`src/flash_status_pkg.sv`:
```
// Constants for the second/third status byte and status write logic
// Contract
// - Opcodes 09h and 35h both read status two, even during suspend or resume.
// - Status two repeats its current value while chip select stays low.
// - Status two layout: b7 erase susp, b6 complement, b5..3 locks, b2 prog susp, b1 quad.
// - Erase-suspended flag sets on erase suspend, clears on erase resume.
// - Program-suspended flag sets on program suspend, clears on program resume.
// - Indicator bits clear at power-up and after any reset.
// - Security locks are set-only; a set lock forbids program and erase of its sector.
// - Complement bit defaults 0 and joins the protect bits in region choice.
// - Quad enable 0 keeps protect and hold/reset pins active; 1 disables them.
// - Quad I/O read and quad-mode entry run regardless of quad enable.
// - Opcodes 95h and 15h read status three, repeated while selected.
// - Drive field: 00 67%, 01 100%, 10 half, 11 one third.
// - Wrap field: 00 8, 01 16, 10 32, 11 64 bytes.
// - Blank bit reads 1 fresh, clears forever on any program.
// - Pin switch picks hold or reset only while quad enable is 0.
// - Status write needs the write-enable latch set beforehand, else refused.
// - Status write ends exactly after 8, 16 or 32 data bits, else discarded.
// - Status write never alters busy and latch bits from its data.
// - Valid status write starts timed busy cycle; end clears busy and latch.
// - Status write updates protect-size bits and status-protect bit.
// - Status writes are ignored in hardware protected mode.
// - Hardware protected mode is status-protect 1 with protect pin low.
// - After volatile enable, status write updates volatile copies only, no latch needed; the code also ORs the lock bits into the shadow.
package flash_status_pkg;
    localparam int BYTE_W = 8;
    localparam logic [7:0] OP_WRITE_STATUS = 8'h01;
    localparam logic [7:0] OP_WRITE_ENABLE = 8'h06;
    localparam logic [7:0] OP_WRITE_DISABLE = 8'h04;
    localparam logic [7:0] OP_VOLATILE_ENABLE = 8'h50;
    localparam logic [7:0] OP_READ_ONE = 8'h05;
    localparam logic [7:0] OP_READ_TWO_A = 8'h09;
    localparam logic [7:0] OP_READ_TWO_B = 8'h35;
    localparam logic [7:0] OP_READ_THREE_A = 8'h95;
    localparam logic [7:0] OP_READ_THREE_B = 8'h15;
    localparam logic [7:0] OP_QUAD_IO_READ = 8'hEB;
    localparam logic [7:0] OP_QUAD_MODE_ENTRY = 8'h38;
    // Status one positions
    localparam int BUSY_POS = 0;
    localparam int LATCH_POS = 1;
    localparam int SRP_POS = 7;
    // Status two positions
    localparam int ERASE_SUSP_POS = 7;
    localparam int CMP_POS = 6;
    localparam int LOCK_HI = 5;
    localparam int LOCK_LO = 3;
    localparam int PROG_SUSP_POS = 2;
    localparam int QE_POS = 1;
    // Status three positions
    localparam int PIN_FUNCTION_SWITCH_POS = 7;
    localparam int DRIVE_HI = 6;
    localparam int DRIVE_LO = 5;
    localparam int WRAP_HI = 4;
    localparam int WRAP_LO = 3;
    localparam int BLANK_POS = 2;
    // Reset values
    localparam logic [7:0] ONE_RESET = 8'h00;
    localparam logic [7:0] TWO_RESET = 8'h00;
    localparam logic [7:0] THREE_RESET = 8'h04;
    // Legal data lengths of a status write
    localparam logic [5:0] LEN_ONE = 6'h08;
    localparam logic [5:0] LEN_TWO = 6'h10;
    localparam logic [5:0] LEN_THREE = 6'h20;
    // Self-timed status write cycle
    localparam int CLK_MHZ = 100;
    localparam int STATUS_WRITE_NS = 10000;
    localparam int STATUS_WRITE_CYC = (STATUS_WRITE_NS * CLK_MHZ + 999) / 1000;
    localparam int BUSY_W = 16;
    typedef enum logic [2:0] {
        ST_IDLE, ST_OPCODE, ST_READ, ST_WDATA, ST_IGNORE
    } link_state_e;
endpackage

```
`src/flash_status_reg.sv`:
```
// Status bytes two/three and status write engine of a serial flash
`timescale 1ns/1ps
module flash_status_reg (
    input wire logic sys_clk,
    input wire logic nrst,
    input wire logic spiClk,
    input wire logic chipSelN,
    input wire logic dataIn,
    output logic dataOut,
    output logic dataOutEn,
    input wire logic protectPinN,
    input wire logic holdResetPinN,
    input wire logic eraseSuspend,
    input wire logic eraseResume,
    input wire logic programSuspend,
    input wire logic programResume,
    input wire logic byteProgrammed,
    output logic [flash_status_pkg::BYTE_W-1:0] statusOne,
    output logic [flash_status_pkg::BYTE_W-1:0] statusTwo,
    output logic [flash_status_pkg::BYTE_W-1:0] statusThree,
    output logic [5:0] protectConfig,
    output logic [2:0] lockedSectors,
    output logic [6:0] drivePercent,
    output logic [6:0] wrapBytes,
    output logic holdActive,
    output logic pinResetActive,
    output logic hardwareProtected,
    output logic quadCmdAccepted
);
    import flash_status_pkg::*;

    typedef struct packed {
        // Pin synchronisers; the third stage only keeps edge history
        logic csS1;
        logic csS2;
        logic csS3;
        logic sckS1;
        logic sckS2;
        logic sckS3;
        logic diS1;
        logic diS2;
        logic wpS1;
        logic wpS2;
        logic hrS1;
        logic hrS2;
        link_state_e st;
        logic [2:0] opCnt;
        logic [7:0] opcode;
        logic [7:0] shiftIn;
        logic [5:0] dCnt;
        logic [7:0] wb1;
        logic [7:0] wb2;
        logic [7:0] wb3;
        logic [1:0] wLen;
        logic [7:0] outByte;
        logic [2:0] outIdx;
        logic dout;
        logic oe;
        logic [BUSY_W-1:0] busyCnt;
        logic write_in_progress;
        logic write_enable_latch;
        logic volEn;
        // Live status copies and the shadows restored by the reset pin
        logic [7:2] one;
        logic [7:2] nvOne;
        logic [7:0] two;
        logic [7:0] nvTwo;
        logic [7:0] three;
        logic [7:0] nvThree;
        logic quadPulse;
    } state_s;

    state_s s_r;
    state_s s_nxt;

    // Writable status-one bits only; busy and latch never come from data
    function automatic logic [7:2] mergeOne(input logic [7:0] w);
        mergeOne = w[7:2];
    endfunction

    // Locks only ever gain bits; a zero in the data cannot clear one
    function automatic logic [7:0] mergeTwo(input logic [7:0] old, input logic [7:0] w);
        logic [7:0] r;
        r = old;
        r[CMP_POS] = w[CMP_POS];
        r[LOCK_HI:LOCK_LO] = old[LOCK_HI:LOCK_LO] | w[LOCK_HI:LOCK_LO];
        r[QE_POS] = w[QE_POS];
        r[0] = 1'b0;
        mergeTwo = r;
    endfunction

    // Blank indicator is kept, reserved low bits read zero
    function automatic logic [7:0] mergeThree(input logic [7:0] old, input logic [7:0] w);
        mergeThree = {w[PIN_FUNCTION_SWITCH_POS:WRAP_LO], old[BLANK_POS], 2'b00};
    endfunction

    function automatic logic [6:0] driveOf(input logic [1:0] c);
        case (c)
            2'b00: driveOf = 7'h43;
            2'b01: driveOf = 7'h64;
            2'b10: driveOf = 7'h32;
            default: driveOf = 7'h21;
        endcase
    endfunction

    logic qeNow;
    logic hardware_protected_mode;
    logic holdNow;
    logic pinRst;
    logic sckRise;
    logic sckFall;
    logic csRise;
    logic csFall;
    logic [7:0] curOne;
    logic [7:0] inByte;
    logic [7:0] rdByte;

    always_comb begin
        s_nxt = s_r;
        qeNow = s_r.two[QE_POS];
        // Protect and hold/reset pin functions only exist with quad enable low
        hardware_protected_mode = s_r.one[SRP_POS] & ~s_r.wpS2 & ~qeNow;
        holdNow = ~qeNow & ~s_r.three[PIN_FUNCTION_SWITCH_POS] & ~s_r.hrS2 & ~s_r.csS2;
        pinRst = ~qeNow & s_r.three[PIN_FUNCTION_SWITCH_POS] & ~s_r.hrS2;
        // Hold freezes both strobes, so shifting resumes where it stopped
        sckRise = s_r.sckS2 & ~s_r.sckS3 & ~s_r.csS2 & ~holdNow;
        sckFall = ~s_r.sckS2 & s_r.sckS3 & ~s_r.csS2 & ~holdNow;
        csRise = s_r.csS2 & ~s_r.csS3;
        csFall = ~s_r.csS2 & s_r.csS3;
        curOne = {s_r.one, s_r.write_enable_latch, s_r.write_in_progress};
        inByte = {s_r.shiftIn[6:0], s_r.diS2};
        rdByte = s_r.outByte;

        s_nxt.csS1 = chipSelN;
        s_nxt.csS2 = s_r.csS1;
        s_nxt.csS3 = s_r.csS2;
        s_nxt.sckS1 = spiClk;
        s_nxt.sckS2 = s_r.sckS1;
        s_nxt.sckS3 = s_r.sckS2;
        s_nxt.diS1 = dataIn;
        s_nxt.diS2 = s_r.diS1;
        s_nxt.wpS1 = protectPinN;
        s_nxt.wpS2 = s_r.wpS1;
        s_nxt.hrS1 = holdResetPinN;
        s_nxt.hrS2 = s_r.hrS1;
        s_nxt.quadPulse = 1'b0;

        if (csFall) begin
            s_nxt.st = ST_OPCODE;
            s_nxt.opCnt = 3'd0;
            s_nxt.dCnt = 6'd0;
        end

        if (sckRise) begin
            s_nxt.shiftIn = inByte;
            case (s_r.st)
                ST_OPCODE: begin
                    s_nxt.opCnt = s_r.opCnt + 3'd1;
                    if (s_r.opCnt == 3'd7) begin
                        s_nxt.opcode = inByte;
                        s_nxt.outIdx = 3'd0;
                        s_nxt.st = ST_IGNORE;
                        case (inByte)
                            OP_READ_ONE, OP_READ_TWO_A, OP_READ_TWO_B,
                            OP_READ_THREE_A, OP_READ_THREE_B: begin
                                s_nxt.st = ST_READ;
                            end
                            OP_WRITE_STATUS: begin
                                s_nxt.st = ST_WDATA;
                            end
                            // Only flagged here; their data phase lives elsewhere
                            OP_QUAD_IO_READ, OP_QUAD_MODE_ENTRY: begin
                                s_nxt.quadPulse = ~s_r.write_in_progress;
                            end
                            default: begin
                                s_nxt.st = ST_IGNORE;
                            end
                        endcase
                    end
                end
                ST_WDATA: begin
                    // Saturates, so an overlong write never wraps to a legal length
                    if (s_r.dCnt != 6'h3F) begin
                        s_nxt.dCnt = s_r.dCnt + 6'd1;
                    end
                    if (s_r.dCnt[2:0] == 3'd7) begin
                        case (s_r.dCnt[5:3])
                            3'd0: s_nxt.wb1 = inByte;
                            3'd1: s_nxt.wb2 = inByte;
                            3'd2: s_nxt.wb3 = inByte;
                            default: s_nxt.wb3 = s_r.wb3;
                        endcase
                    end
                end
                default: s_nxt.st = s_r.st;
            endcase
        end

        // Each byte is latched whole at its first bit, so it is never torn
        if (sckFall && s_r.st == ST_READ) begin
            if (s_r.outIdx == 3'd0) begin
                case (s_r.opcode)
                    OP_READ_ONE: rdByte = curOne;
                    OP_READ_TWO_A, OP_READ_TWO_B: rdByte = s_r.two;
                    default: rdByte = s_r.three;
                endcase
                s_nxt.outByte = rdByte;
            end
            s_nxt.dout = rdByte[3'd7 - s_r.outIdx];
            s_nxt.outIdx = s_r.outIdx + 3'd1;
            s_nxt.oe = 1'b1;
        end

        // Commands other than reads and the quad ones act only at chip select rise, so a cut frame does nothing
        if (csRise) begin
            s_nxt.oe = 1'b0;
            s_nxt.st = ST_IDLE;
            if (s_r.st == ST_IGNORE && !s_r.write_in_progress) begin
                case (s_r.opcode)
                    OP_WRITE_ENABLE: s_nxt.write_enable_latch = 1'b1;
                    OP_WRITE_DISABLE: s_nxt.write_enable_latch = 1'b0;
                    OP_VOLATILE_ENABLE: s_nxt.volEn = 1'b1;
                    default: s_nxt.volEn = 1'b0;
                endcase
            end else if (s_r.st == ST_WDATA) begin
                s_nxt.volEn = 1'b0;
                // Length, protection and enable all gate the write
                if ((s_r.dCnt == LEN_ONE || s_r.dCnt == LEN_TWO ||
                     s_r.dCnt == LEN_THREE) && !hardware_protected_mode && !s_r.write_in_progress) begin
                    s_nxt.wLen = s_r.dCnt == LEN_ONE ? 2'd1 :
                                 s_r.dCnt == LEN_TWO ? 2'd2 : 2'd3;
                    if (s_r.volEn) begin
                        // Volatile copies change at once, latch not needed
                        s_nxt.one = mergeOne(s_r.wb1);
                        if (s_r.dCnt != LEN_ONE) begin
                            s_nxt.two = mergeTwo(s_r.two, s_r.wb2);
                            // Locks are one-time bits, so the shadow keeps them too
                            s_nxt.nvTwo[LOCK_HI:LOCK_LO] = s_r.nvTwo[LOCK_HI:LOCK_LO] |
                                s_r.wb2[LOCK_HI:LOCK_LO];
                        end
                        if (s_r.dCnt == LEN_THREE) begin
                            s_nxt.three = mergeThree(s_r.three, s_r.wb3);
                        end
                    end else if (s_r.write_enable_latch) begin
                        s_nxt.write_in_progress = 1'b1;
                        s_nxt.busyCnt = BUSY_W'(STATUS_WRITE_CYC);
                    end
                end
            end else if (s_r.st == ST_READ) begin
                // Volatile enable ends at the next command, except write enable, write disable or one ignored while busy
                s_nxt.volEn = 1'b0;
            end
        end

        // Self-timed cycle; new values land together with busy falling
        if (s_r.write_in_progress) begin
            s_nxt.busyCnt = s_r.busyCnt - BUSY_W'(1);
            if (s_r.busyCnt == BUSY_W'(1)) begin
                s_nxt.write_in_progress = 1'b0;
                s_nxt.write_enable_latch = 1'b0;
                s_nxt.one = mergeOne(s_r.wb1);
                s_nxt.nvOne = mergeOne(s_r.wb1);
                if (s_r.wLen != 2'd1) begin
                    s_nxt.two = mergeTwo(s_r.two, s_r.wb2);
                    s_nxt.nvTwo = mergeTwo(s_r.nvTwo, s_r.wb2);
                end
                if (s_r.wLen == 2'd3) begin
                    s_nxt.three = mergeThree(s_r.three, s_r.wb3);
                    s_nxt.nvThree = mergeThree(s_r.nvThree, s_r.wb3);
                end
            end
        end

        // Suspend flags: a set in the same cycle as its clear wins
        if (eraseResume) begin
            s_nxt.two[ERASE_SUSP_POS] = 1'b0;
        end
        if (eraseSuspend) begin
            s_nxt.two[ERASE_SUSP_POS] = 1'b1;
        end
        if (programResume) begin
            s_nxt.two[PROG_SUSP_POS] = 1'b0;
        end
        if (programSuspend) begin
            s_nxt.two[PROG_SUSP_POS] = 1'b1;
        end
        // No path ever sets blank again, so an erase cannot restore it
        if (byteProgrammed) begin
            s_nxt.three[BLANK_POS] = 1'b0;
            s_nxt.nvThree[BLANK_POS] = 1'b0;
        end

        // Reset pin: volatile copies fall back, indicators clear
        if (pinRst) begin
            s_nxt.one = s_r.nvOne;
            s_nxt.two = s_r.nvTwo;
            s_nxt.three = s_r.nvThree;
            s_nxt.two[ERASE_SUSP_POS] = 1'b0;
            s_nxt.two[PROG_SUSP_POS] = 1'b0;
            s_nxt.write_enable_latch = 1'b0;
            s_nxt.volEn = 1'b0;
            s_nxt.st = ST_IDLE;
            s_nxt.oe = 1'b0;
        end
    end

    always_ff @(posedge sys_clk or negedge nrst) begin
        if (!nrst) begin
            s_r <= '0;
            // Synchronisers start at each pin's idle level, so no false edge
            s_r.csS1 <= 1'b1;
            s_r.csS2 <= 1'b1;
            s_r.csS3 <= 1'b1;
            s_r.wpS1 <= 1'b1;
            s_r.wpS2 <= 1'b1;
            s_r.hrS1 <= 1'b1;
            s_r.hrS2 <= 1'b1;
            s_r.st <= ST_IDLE;
            s_r.one <= ONE_RESET[7:2];
            s_r.nvOne <= ONE_RESET[7:2];
            s_r.two <= TWO_RESET;
            s_r.nvTwo <= TWO_RESET;
            s_r.three <= THREE_RESET;
            s_r.nvThree <= THREE_RESET;
        end else begin
            s_r <= s_nxt;
        end
    end

    // Decodes are plain views of the registered status bytes
    assign dataOut = s_r.dout;
    assign dataOutEn = s_r.oe & ~s_r.csS2;
    assign statusOne = {s_r.one, s_r.write_enable_latch, s_r.write_in_progress};
    assign statusTwo = s_r.two;
    assign statusThree = s_r.three;
    assign protectConfig = {s_r.two[CMP_POS], s_r.one[6:2]};
    assign lockedSectors = s_r.two[LOCK_HI:LOCK_LO];
    assign drivePercent = driveOf(s_r.three[DRIVE_HI:DRIVE_LO]);
    assign wrapBytes = 7'h08 << s_r.three[WRAP_HI:WRAP_LO];
    assign holdActive = ~s_r.two[QE_POS] & ~s_r.three[PIN_FUNCTION_SWITCH_POS] & ~s_r.hrS2;
    assign pinResetActive = ~s_r.two[QE_POS] & s_r.three[PIN_FUNCTION_SWITCH_POS] & ~s_r.hrS2;
    assign hardwareProtected = s_r.one[SRP_POS] & ~s_r.wpS2 & ~s_r.two[QE_POS];
    assign quadCmdAccepted = s_r.quadPulse;
endmodule // flash_status_reg

```
`config.mk`:
```
export PLATFORM = sky130hd
export DESIGN_NAME = flash_status_reg
export DESIGN_NICKNAME = d
export VERILOG_FILES = /design/src/flash_status_pkg.sv /design/src/flash_status_reg.sv
export SDC_FILE = /design/constraint.sdc
export NUM_CORES = 1
export LEC_CHECK = 0
export BUFFER_PORTS_ARGS = -buffer_cell sky130_fd_sc_hd__buf_2
export CAP_MARGIN = 20
export CORE_MARGIN = 4
export CORE_UTILIZATION = 55
export CTS_BUF_LIST = sky130_fd_sc_hd__clkbuf_4 sky130_fd_sc_hd__clkbuf_8
export DETAILED_ROUTE_END_ITERATION = 6
export PLACE_DENSITY = 0.78
export SYNTH_ARGS = -nofsm -noshare
export SYNTH_HDL_FRONTEND = slang
export SYNTH_SLANG_ARGS = --single-unit
export TNS_END_PERCENT = 20
```
`constraint.sdc`:
```
create_clock -name sys_clk -period 2.4 [get_ports sys_clk]
set_input_delay 0.24 -clock sys_clk [delete_from_list [all_inputs] [get_ports sys_clk]]
set_output_delay 0.24 -clock sys_clk [all_outputs]
set_load 0.03 [all_outputs]
```
==> results of run 1 <==
[cell type report]
cell class / count / area (µm²) / area share, %
Clock buffer: 22 / 284 / 3.83
Clock inverter: 10 / 205 / 2.77
Inverter: 21 / 78.8 / 1.06
Multi-Input combinational cell: 429 / 2810 / 37.9
Sequential cell: 129 / 3240 / 43.7
Tap cell: 143 / 179 / 2.41
Timing Repair Buffer: 98 / 623 / 8.40
[power groups by stage]
stage | logic (mW) | clock network [mW] | registers (mW)
4_1_cts | 0.171 | 2.28 | 2.29
2_1_floorplan | 0.114 | 0 | 2.28
5_1_grt | 0.193 | 2.38 | 2.30
3_5_place_dp | 0.160 | 0 | 2.33
3_3_place_gp | 0.153 | 0 | 2.33
6_report | 0.168 | 2.23 | 2.29
[stage by stage]
step | setup slack [ns] | utilization [%]
after floorplan | -0.0614 | -
after global placement | 0.137 | 59.5
after detailed placement | 0.0708 | 59.5
after CTS | 0.0415 | 64.5
after global routing | -0.0168 | 64.7
final | 0.104 | 64.7
[worst register-to-register path, stage by stage, from the launching register on]
cell and delay [ns]:
sky130_fd_sc_hd__dfrtp_1 0.39, sky130_fd_sc_hd__or4b_2 0.73, sky130_fd_sc_hd__a21oi_4 0.21, sky130_fd_sc_hd__buf_4 0.17
sky130_fd_sc_hd__a221o_1 0.18, sky130_fd_sc_hd__a21oi_1 0.07, sky130_fd_sc_hd__o22ai_1 0.24, sky130_fd_sc_hd__o32ai_1 0.11
sky130_fd_sc_hd__a21oi_1 0.13
[cells by family (layout without fill, tap and decap cells)]
| group | count (synthesis) | count (layout) |
|---|---|---|
| AND/OR/NAND/NOR | 242 | 242 |
| flip-flops | 129 | 129 |
| AO/OA/AOI/OAI | 110 | 110 |
| buffers and inverters | 82 | 151 |
| multiplexers | 45 | 45 |
| adder cells (fa/ha/maj) | 16 | 16 |
| XOR/XNOR | 12 | 12 |
| other | 1 | 4 |
[sequential cells by signal, summed over array words and instances, names as in the netlist]
signal,flops
statusOne,3
quadCmdAccepted,1
inByte,8
statusTwo,8
s_nxt,7
protectConfig,5
statusThree,8
s_r,88
dataOut,1
[path summary, 6_finish.rpt]
path / from / slack (ns) / end / cells after the start
max in group asynchronous: nrst / 1.37 / s_nxt[141] / 3
setup reg to reg: s_r[119] / 0.10 / dataOut / 8
min in group asynchronous: nrst / 0.28 / s_r[5] / 2
hold / removal: programResume / 0.11 / statusTwo[2] / 4
hold reg to reg: s_nxt[141] / 0.36 / s_nxt[140] / 0
setup / recovery: s_r[119] / 0.10 / dataOut / 8
[placed cells by master (no fill, tap or decap), types with 10 or more instances in the layout]
cell / n
sky130_fd_sc_hd__nand2_1: 93
sky130_fd_sc_hd__a21oi_1: 24
sky130_fd_sc_hd__nor4_1: 11
sky130_fd_sc_hd__nand2b_1: 10
sky130_fd_sc_hd__nor2_1: 49
sky130_fd_sc_hd__mux2i_1: 12
sky130_fd_sc_hd__buf_4: 29
sky130_fd_sc_hd__nand3_1: 18
sky130_fd_sc_hd__nor2b_1: 12
sky130_fd_sc_hd__mux2_2: 33
sky130_fd_sc_hd__clkbuf_8: 19
sky130_fd_sc_hd__ha_1: 16
sky130_fd_sc_hd__dfrtp_1: 120
sky130_fd_sc_hd__buf_2: 59
sky130_fd_sc_hd__o21ai_0: 33
sky130_fd_sc_hd__inv_1: 19
[timing repair]
action,CTS,global route
endpoints found under the setup margin,0,12
endpoints found under the hold margin,34,0
setup buffers,0,1
hold buffers,9,0
resized for setup,0,4
[layer usage]
layer / up-vias / track usage, %
li1: 2297 / -
met1: 2365 / 29.5
met2: 181 / 35.7
met3: 23 / 6.58
met4: 0 / 8.79
met5: - / 0
[synth_stat cells, types with 2 or more instances]
master                      number  area share (%)
sky130_fd_sc_hd__o21ai_1         4            0.31
sky130_fd_sc_hd__nor3b_1         2            0.23
sky130_fd_sc_hd__nand3_1        18             1.4
sky130_fd_sc_hd__mux2_2         33             5.7
sky130_fd_sc_hd__nor4b_1         2            0.27
sky130_fd_sc_hd__a22oi_1         2            0.23
sky130_fd_sc_hd__clkbuf_1       17            0.98
sky130_fd_sc_hd__nand2_1        93             5.4
sky130_fd_sc_hd__nand3b_1        3            0.35
sky130_fd_sc_hd__a21o_1          3            0.35
sky130_fd_sc_hd__nor2_1         49             2.8
sky130_fd_sc_hd__o211ai_1        9             1.0
sky130_fd_sc_hd__buf_2           5            0.39
sky130_fd_sc_hd__buf_4          38             4.4
sky130_fd_sc_hd__nand4b_1        2            0.27
sky130_fd_sc_hd__inv_1          19             1.1
sky130_fd_sc_hd__nor4_1         11             1.1
sky130_fd_sc_hd__and3_1          5            0.48
sky130_fd_sc_hd__a2bb2oi_1       2            0.27
sky130_fd_sc_hd__nand2b_1       10            0.97
sky130_fd_sc_hd__a221o_1         8             1.2
sky130_fd_sc_hd__o22ai_1         2            0.19
sky130_fd_sc_hd__nor2b_1        12             1.2
sky130_fd_sc_hd__or3_1           3            0.29
sky130_fd_sc_hd__or4b_2          2            0.31
sky130_fd_sc_hd__dfstp_2         9             3.7
sky130_fd_sc_hd__and2_1          5            0.48
sky130_fd_sc_hd__a21oi_1        24             1.9
sky130_fd_sc_hd__inv_2           2            0.12
sky130_fd_sc_hd__a2111oi_0       2            0.27
sky130_fd_sc_hd__o31ai_1         5            0.58
sky130_fd_sc_hd__xor2_1          5            0.68
sky130_fd_sc_hd__ha_1           16             3.1
sky130_fd_sc_hd__nand4_1         3            0.29
sky130_fd_sc_hd__mux2i_1        12             1.9
sky130_fd_sc_hd__nor4_4          3            0.98
sky130_fd_sc_hd__nor3_1          7            0.54
sky130_fd_sc_hd__dfrtp_1       120              46
sky130_fd_sc_hd__or4_1           3            0.35
sky130_fd_sc_hd__a31oi_1         3            0.29
sky130_fd_sc_hd__xnor2_1         7            0.95
sky130_fd_sc_hd__o21ai_0        33             2.5
==> impl_summary.txt, run 1 <==
----------------------------------------------------
[Status]
  Outcome ... complete, no violations

[Drt]
  Wire per inst ... roughly 17 µm
  Routed WL ... between 10000 and 15000 µm
  Met3 routed wirelength ... 1130 µm
  Avg Vias per Cell ... about 5.7
  Number of remaining DRC errors ... 0
  First DRT Iteration DRCs ... 438
  Detailed-routed wire length on met2 ... 6920 µm
  Routed length on met1 ... 6100 µm
  Routed Antenna Nets ... 0
  DRT Pass-1 Iters ... 5
  Routed via count ... roughly 4900
  Highest metal used ... met4

[Timing]
  Peak Freq ... 435 MHz
  # setup viols final ... 0
  Headroom to the max-slew limit ... 59.3%
  Hold Slack ... about 0.11 ns
  Clock period minus worst slack ... 2.30 ns
  Fin Clk Skew ... roughly 0.014 ns
  Setup TNS Final ... 0 ns
  Setup repair after global routing missed its margin ... true
  Actual transition at the worst max-transition pin ... 0.605 ns
  Part of the cycle the worst path needs ... 95.7%
  Total count of max-transition violations in the final report ... 0
  Final Hold Viols ... 0

[Run]
  Number of violations of the max-capacitance limit ... 0

[Logic synthesis]
  Primary flip-flop cell chosen by synthesis mapping ... sky130_fd_sc_hd__dfrtp_1
  Number of different library cells in the post-synthesis netlist ... 66
  Synthesized area divided by synthesized cell count ... 10.2 µm²
  Syn Std Cell Area ... 6480 µm²
  Share of the yosys chip area belonging to registers ... 50.0%
  Post-synthesis adder-cell area fraction ... 3.09%
  Combinational family with the most area after synthesis ... simple AND/OR/NAND/NOR gates
  Async set or reset register ratio after synthesis ... 100%
  Post-synthesis cell count ... 637
  Yosys reg bits ... 129
  Complex-gate fraction of the synthesized area ... 11.5%
  Proportion of synthesized area in mux cells ... 7.59%
  Simple-gate portion of the synthesized area ... 19.1%
  Synth Area in XOR/XNOR ... 1.62%
  Post-synth EDFFs ... 0
  Count of warnings emitted by yosys ... 0

[Power and ir drop]
  Int Power ... 3.70 mW
  Leakage power figure ... 3.73 nW
  VDD IR-drop max ... 0.000794 V
  Power share of the combinational group ... 3.6%
  Switching power total ... ~0.99 mW
  Final Total Pwr ... 4.69 mW
  Ratio of total power to cell area ... 632 nW/µm²
  Switch share ... 21.0%
  Portion of total power attributed to the clock network ... 47.6%
  Fraction of power consumed by sequential logic ... 48.9%

[Floorplan]
  Area of the die ... roughly 14000 µm²
  Total number of placement rows ... 39
  Die Span X ... 117 µm
  Die boundary height ... ~120 µm
  Initial core utilization ... a little under three fifths
  Top-level I/O count ... 65
  Area of the placeable core ... 11500 µm²

[Setup path]
  Critical setup path kind ... flop to flop
  Critical path startpoint category ... flop
  Max Fanout on Critical Path ... 6
  Largest stage delay, worst path ... 0.73 ns
  Master of the slowest instance on the critical path ... sky130_fd_sc_hd__or4b_2
  Element type at the critical path end ... flop
  Required @ worst endpoint ... 2.76 ns
  Buf+Inv Stages, Crit Path ... 1
  Cell type group with the largest total delay on the critical path ... compound AO/OA/AOI/OAI gates
  Critical path data arrival time ... approximately 2.7 ns
  Most common cell type on the critical path ... sky130_fd_sc_hd__a21oi_1
  CP Cell Sequence ... or4b_2 > a21oi_4 > buf_4 > a221o_1 > a21oi_1 > o22ai_1 > o32ai_1 > a21oi_1

[Cells and area]
  Nets ... about 720
  Final Cell Area ... 7420 µm²
  Antenna cell count ... 0
  Count of filler cells inserted in the layout ... 870
  P&R area growth vs syn ... 14.5%
  Share of post-route cells with drive strength above 1 ... 26.5%
  Final std cells w/o fill ... 852

[GRT]
  Wire length of the first global-routing pass ... around 24000 µm
  Via count of the first global-routing pass ... a little under 5000
  Initial antenna violation count ... 0
  Pin count of the biggest net entering global routing ... 55
  GRT Util Overall ... 22.6%
  Aggregate global routing overflow ... 0

[CTS]
  Number of CTS-inserted buffers ... 17
  Clock transition at the register clock pins on the worst setup and hold paths after CTS ... 0.07 ns
  CTS tree ... done
  H-tree depth ... 4
  Clock latency on the worst-skew pair ... 0.44 ns
  Num Clock Sinks ... 129
  CTS Root Cell ... sky130_fd_sc_hd__clkbuf_8
  Number of buffers on the longest clock path ... 2

[Placed design]
  Half-perimeter wire length after detailed placement ... ~11000 µm
  # placed instances ... 810
  Placement-stage cell area ... 6820 µm²
  Count of port buffers added during placement ... 60
  Final estimated routing congestion in global placement ... 0.927

[Min path]
  Worst min-delay path category ... input pin to flop

----------------------------------------------------
Note: power is estimated with default switching activity, not from simulation.
==> run 2: changes to the inputs <==
--- a/config.mk
+++ b/config.mk
@@ -8,10 +8,10 @@
 export BUFFER_PORTS_ARGS = -buffer_cell sky130_fd_sc_hd__buf_2
 export CAP_MARGIN = 20
 export CORE_MARGIN = 4
-export CORE_UTILIZATION = 55
-export CTS_BUF_LIST = sky130_fd_sc_hd__clkbuf_4 sky130_fd_sc_hd__clkbuf_8
+export CORE_UTILIZATION = 54
 export DETAILED_ROUTE_END_ITERATION = 6
-export PLACE_DENSITY = 0.78
+export GPL_TIMING_DRIVEN = 1
+export PLACE_DENSITY = 0.77
 export SYNTH_ARGS = -nofsm -noshare
 export SYNTH_HDL_FRONTEND = slang
 export SYNTH_SLANG_ARGS = --single-unit
==> run 2 against run 1 <==
  * Flip-flop and latch count unchanged
  * Clock power up 13%
  * Utilization rose by 0.31 points
  * Die area grew 1.7%
  * Cell area up 1.3%
  * Critical endpoint unchanged
  * Largest cell class unchanged
==> impl_summary.txt, run 2 (synthesis results as in run 1) <==
----------------------------------------------------
[GRT]
  Via count of the first global-routing pass ... 5056 (+3.2%)
  Aggregate global routing overflow ... 0 (unchanged)
  Initial antenna violation count ... 0 (unchanged)
  Pin count of the biggest net entering global routing ... 51 (-7.3%)
  Wire length of the first global-routing pass ... 25400 µm (+7.1%)
  GRT Util Overall ... 22.9% (+0.39 points)

[Setup path]
  Cell type group with the largest total delay on the critical path ... simple AND/OR/NAND/NOR gates
  Largest stage delay, worst path ... 0.74 ns (about the same)
  Max Fanout on Critical Path ... 8 (+2)
  Critical setup path kind ... flop to flop
  Most common cell type on the critical path ... sky130_fd_sc_hd__a21oi_1
  Critical path startpoint category ... flop
  Required @ worst endpoint ... 2.69 ns (-0.07 ns)
  Buf+Inv Stages, Crit Path ... 0 (-1)
  CP Cell Sequence ... or4b_2 > a21oi_4 > nor2_2 > a21oi_1 > o22ai_1 > nor4_1 > a21oi_1
  Critical path data arrival time ... 2.63 ns (-0.03 ns)
  Master of the slowest instance on the critical path ... sky130_fd_sc_hd__or4b_2
  Element type at the critical path end ... flop

[Drt]
  Wire per inst ... 18.1 µm (+7.1%)
  Routed WL ... 15400 µm (+6.9%)
  Number of remaining DRC errors ... 0 (unchanged)
  DRT Pass-1 Iters ... 5 (unchanged)
  Routed Antenna Nets ... 0 (unchanged)
  First DRT Iteration DRCs ... 493 (+13%)
  Routed via count ... 5061 (+4.0%)
  Avg Vias per Cell ... 5.95 (+4.3%)

[CTS]
  Number of CTS-inserted buffers ... 17 (unchanged)
  Num Clock Sinks ... 129 (unchanged)
  H-tree depth ... 4 (unchanged)
  Clock latency on the worst-skew pair ... 0.42 ns (-0.02 ns)
  Number of buffers on the longest clock path ... 2 (unchanged)
  CTS Root Cell ... sky130_fd_sc_hd__clkbuf_16
  Clock transition at the register clock pins on the worst setup and hold paths after CTS ... 0.06 ns (about the same)
  CTS tree ... done

[Status]
  Outcome ... complete, no violations

[Cells and area]
  Share of post-route cells with drive strength above 1 ... 26.7% (+0.22 points)
  Most common cell after layout, fill and taps aside ... sky130_fd_sc_hd__dfrtp_1
  Most used cells in the layout excluding fill and tap cells ... sky130_fd_sc_hd__dfrtp_1 (120), sky130_fd_sc_hd__nand2_1 (93), sky130_fd_sc_hd__buf_2 (59), sky130_fd_sc_hd__nor2_1 (49), sky130_fd_sc_hd__mux2_2 (33)
  Final Cell Area ... 7520 µm² (+1.3%)
  P&R area growth vs syn ... 16.0%
  Core occupancy in the finished layout ... 65.0% (+0.31 points)
  Register with the highest flop count ... s_r
  Antenna cell count ... 0 (unchanged)
  Flip-flop count of the largest register after layout ... 88 (unchanged)
  Nets ... 722 (-0.28%)

[Power and ir drop]
  Power share of the combinational group ... 3.3% (-0.3 points)
  Switching power total ... 1.16 mW (+18%)
  Int Power ... 3.83 mW (+3.3%)
  Leakage power figure ... 3.76 nW (+0.68%)
  Switch share ... 23.3% (+2.3 points)
  VDD IR-drop max ... 0.000778 V (-2.0%)
  Final Total Pwr ... 4.99 mW (+6.4%)
  Portion of total power attributed to the clock network ... 50.7% (+3.1 points)
  Fraction of power consumed by sequential logic ... 46.0% (-2.9 points)
  Ratio of total power to cell area ... 663 nW/µm² (+5.0%)

[Floorplan]
  Top-level I/O count ... 65 (unchanged)
  Area of the die ... 13800 µm² (+1.7%)
  Die Span X ... 118 µm (+0.86%)
  Total number of placement rows ... 39 (unchanged)
  Initial core utilization ... 56.0% (-0.48 points)
  Die boundary height ... 118 µm (+0.86%)
  Area of the placeable core ... 11600 µm² (+0.85%)

[Timing]
  Peak Freq ... 427 MHz (-1.9%)
  Actual transition at the worst max-transition pin ... 0.665 ns (+0.0596 ns)
  Final Hold Viols ... 0 (unchanged)
  Hold Slack ... 0.0439 ns (-0.0628 ns)
  Part of the cycle the worst path needs ... 97.5% (+1.8 points)
  Headroom to the max-slew limit ... 55.7% (-3.6 points)
  Final worst setup slack ... 0.0603 ns (-0.0433 ns)
  Clock period minus worst slack ... 2.34 ns (+0.0433 ns)
  # setup viols final ... 0 (unchanged)
  Fin Clk Skew ... 0.00768 ns (-0.00596 ns)
  Setup repair after global routing missed its margin ... true
  Total count of max-transition violations in the final report ... 0 (unchanged)

[Placed design]
  Minimum setup slack after placement ... 0.00345 ns (-0.0674 ns)
  Placement-stage cell area ... 6810 µm² (-0.22%)
  Final estimated routing congestion in global placement ... 0.859 (-7.3%)
  Count of port buffers added during placement ... 60 (unchanged)
  Half-perimeter wire length after detailed placement ... 10600 µm (+0.99%)

[Run]
  Number of violations of the max-capacitance limit ... 0 (unchanged)

[Min path]
  Worst min-delay path category ... input pin to flop

----------------------------------------------------
-- run 2: cell count changes in the layout (fill, tap and decap cells not counted), sizes merged --
cell / before / now
inv: 21 / 22
dlygate4sd3: 9 / 7
clkbuf: 22 / 19
clkinvlp: 2 / 6
bufinv: 6 / 2
clkinv: 2 / 4
-- run 2: timing repair --
item	CTS	global route
setup buffers	0	3
setup endpoints to repair	1	17
gates resized for setup	1	7
pin swaps	0	3
endpoints found under the hold margin	50	0
hold buffers	7	0
-- run 2: final timing paths --
path | from | endpoint | slack, ns | cells past startpoint
max | s_r[119] | dataOut | 0.06 | 7
min reg2reg | s_nxt[138] | s_nxt[137] | 0.35 | 0
min in group asynchronous | nrst | s_r[59] | 0.41 | 2
max in group asynchronous | nrst | s_r[131] | 1.23 | 3
max reg2reg | s_r[119] | dataOut | 0.06 | 7
min | programSuspend | statusTwo[2] | 0.04 | 3
-- run 2: through the flow --
stage | std cells | setup TNS, ns
final | 850 | 0
after global routing | 850 | -0.117
after CTS | 847 | 0
after detailed placement | 808 | 0
after global placement | 808 | 0
after floorplan | 640 | -0.0636
-- run 2: tightest hold or removal path, stage by stage --
cell and delay (ns):
sky130_fd_sc_hd__buf_2 0.07, sky130_fd_sc_hd__a21oi_1 0.03, sky130_fd_sc_hd__nor2_1 0.07
-- run 2: metal layers --
| metal | part of all wire, % | GRT usage [%] | wire length (µm) |
|---|---|---|---|
| met2 | 49 | 37.7 | 7510 |
| met4 | 2.4 | 7.77 | 361 |
| met1 | 43 | 29.1 | 6540 |
| met3 | 6.2 | 7.02 | 946 |
| met5 | 0 | 0 | 0 |
-- run 2: final cells by class --
class                      count  area, µm²
multi-input combinational    429       2830
tap                          143        179
timing repair buffer          96        616
clock buffer                  19        443
sequential                   129       3240
fill                         875       4050
clock inverter                13        138
inverter                      21       78.8
-- run 2: power by group through the flow --
stage / combinational, mW / sequential, mW / clock (mW)
finish: 0.167 / 2.29 / 2.53
global route: 0.192 / 2.30 / 2.67
CTS: 0.169 / 2.29 / 2.55
detailed placement: 0.159 / 2.33 / 0
global placement: 0.154 / 2.32 / 0
floorplan: 0.114 / 2.28 / 0
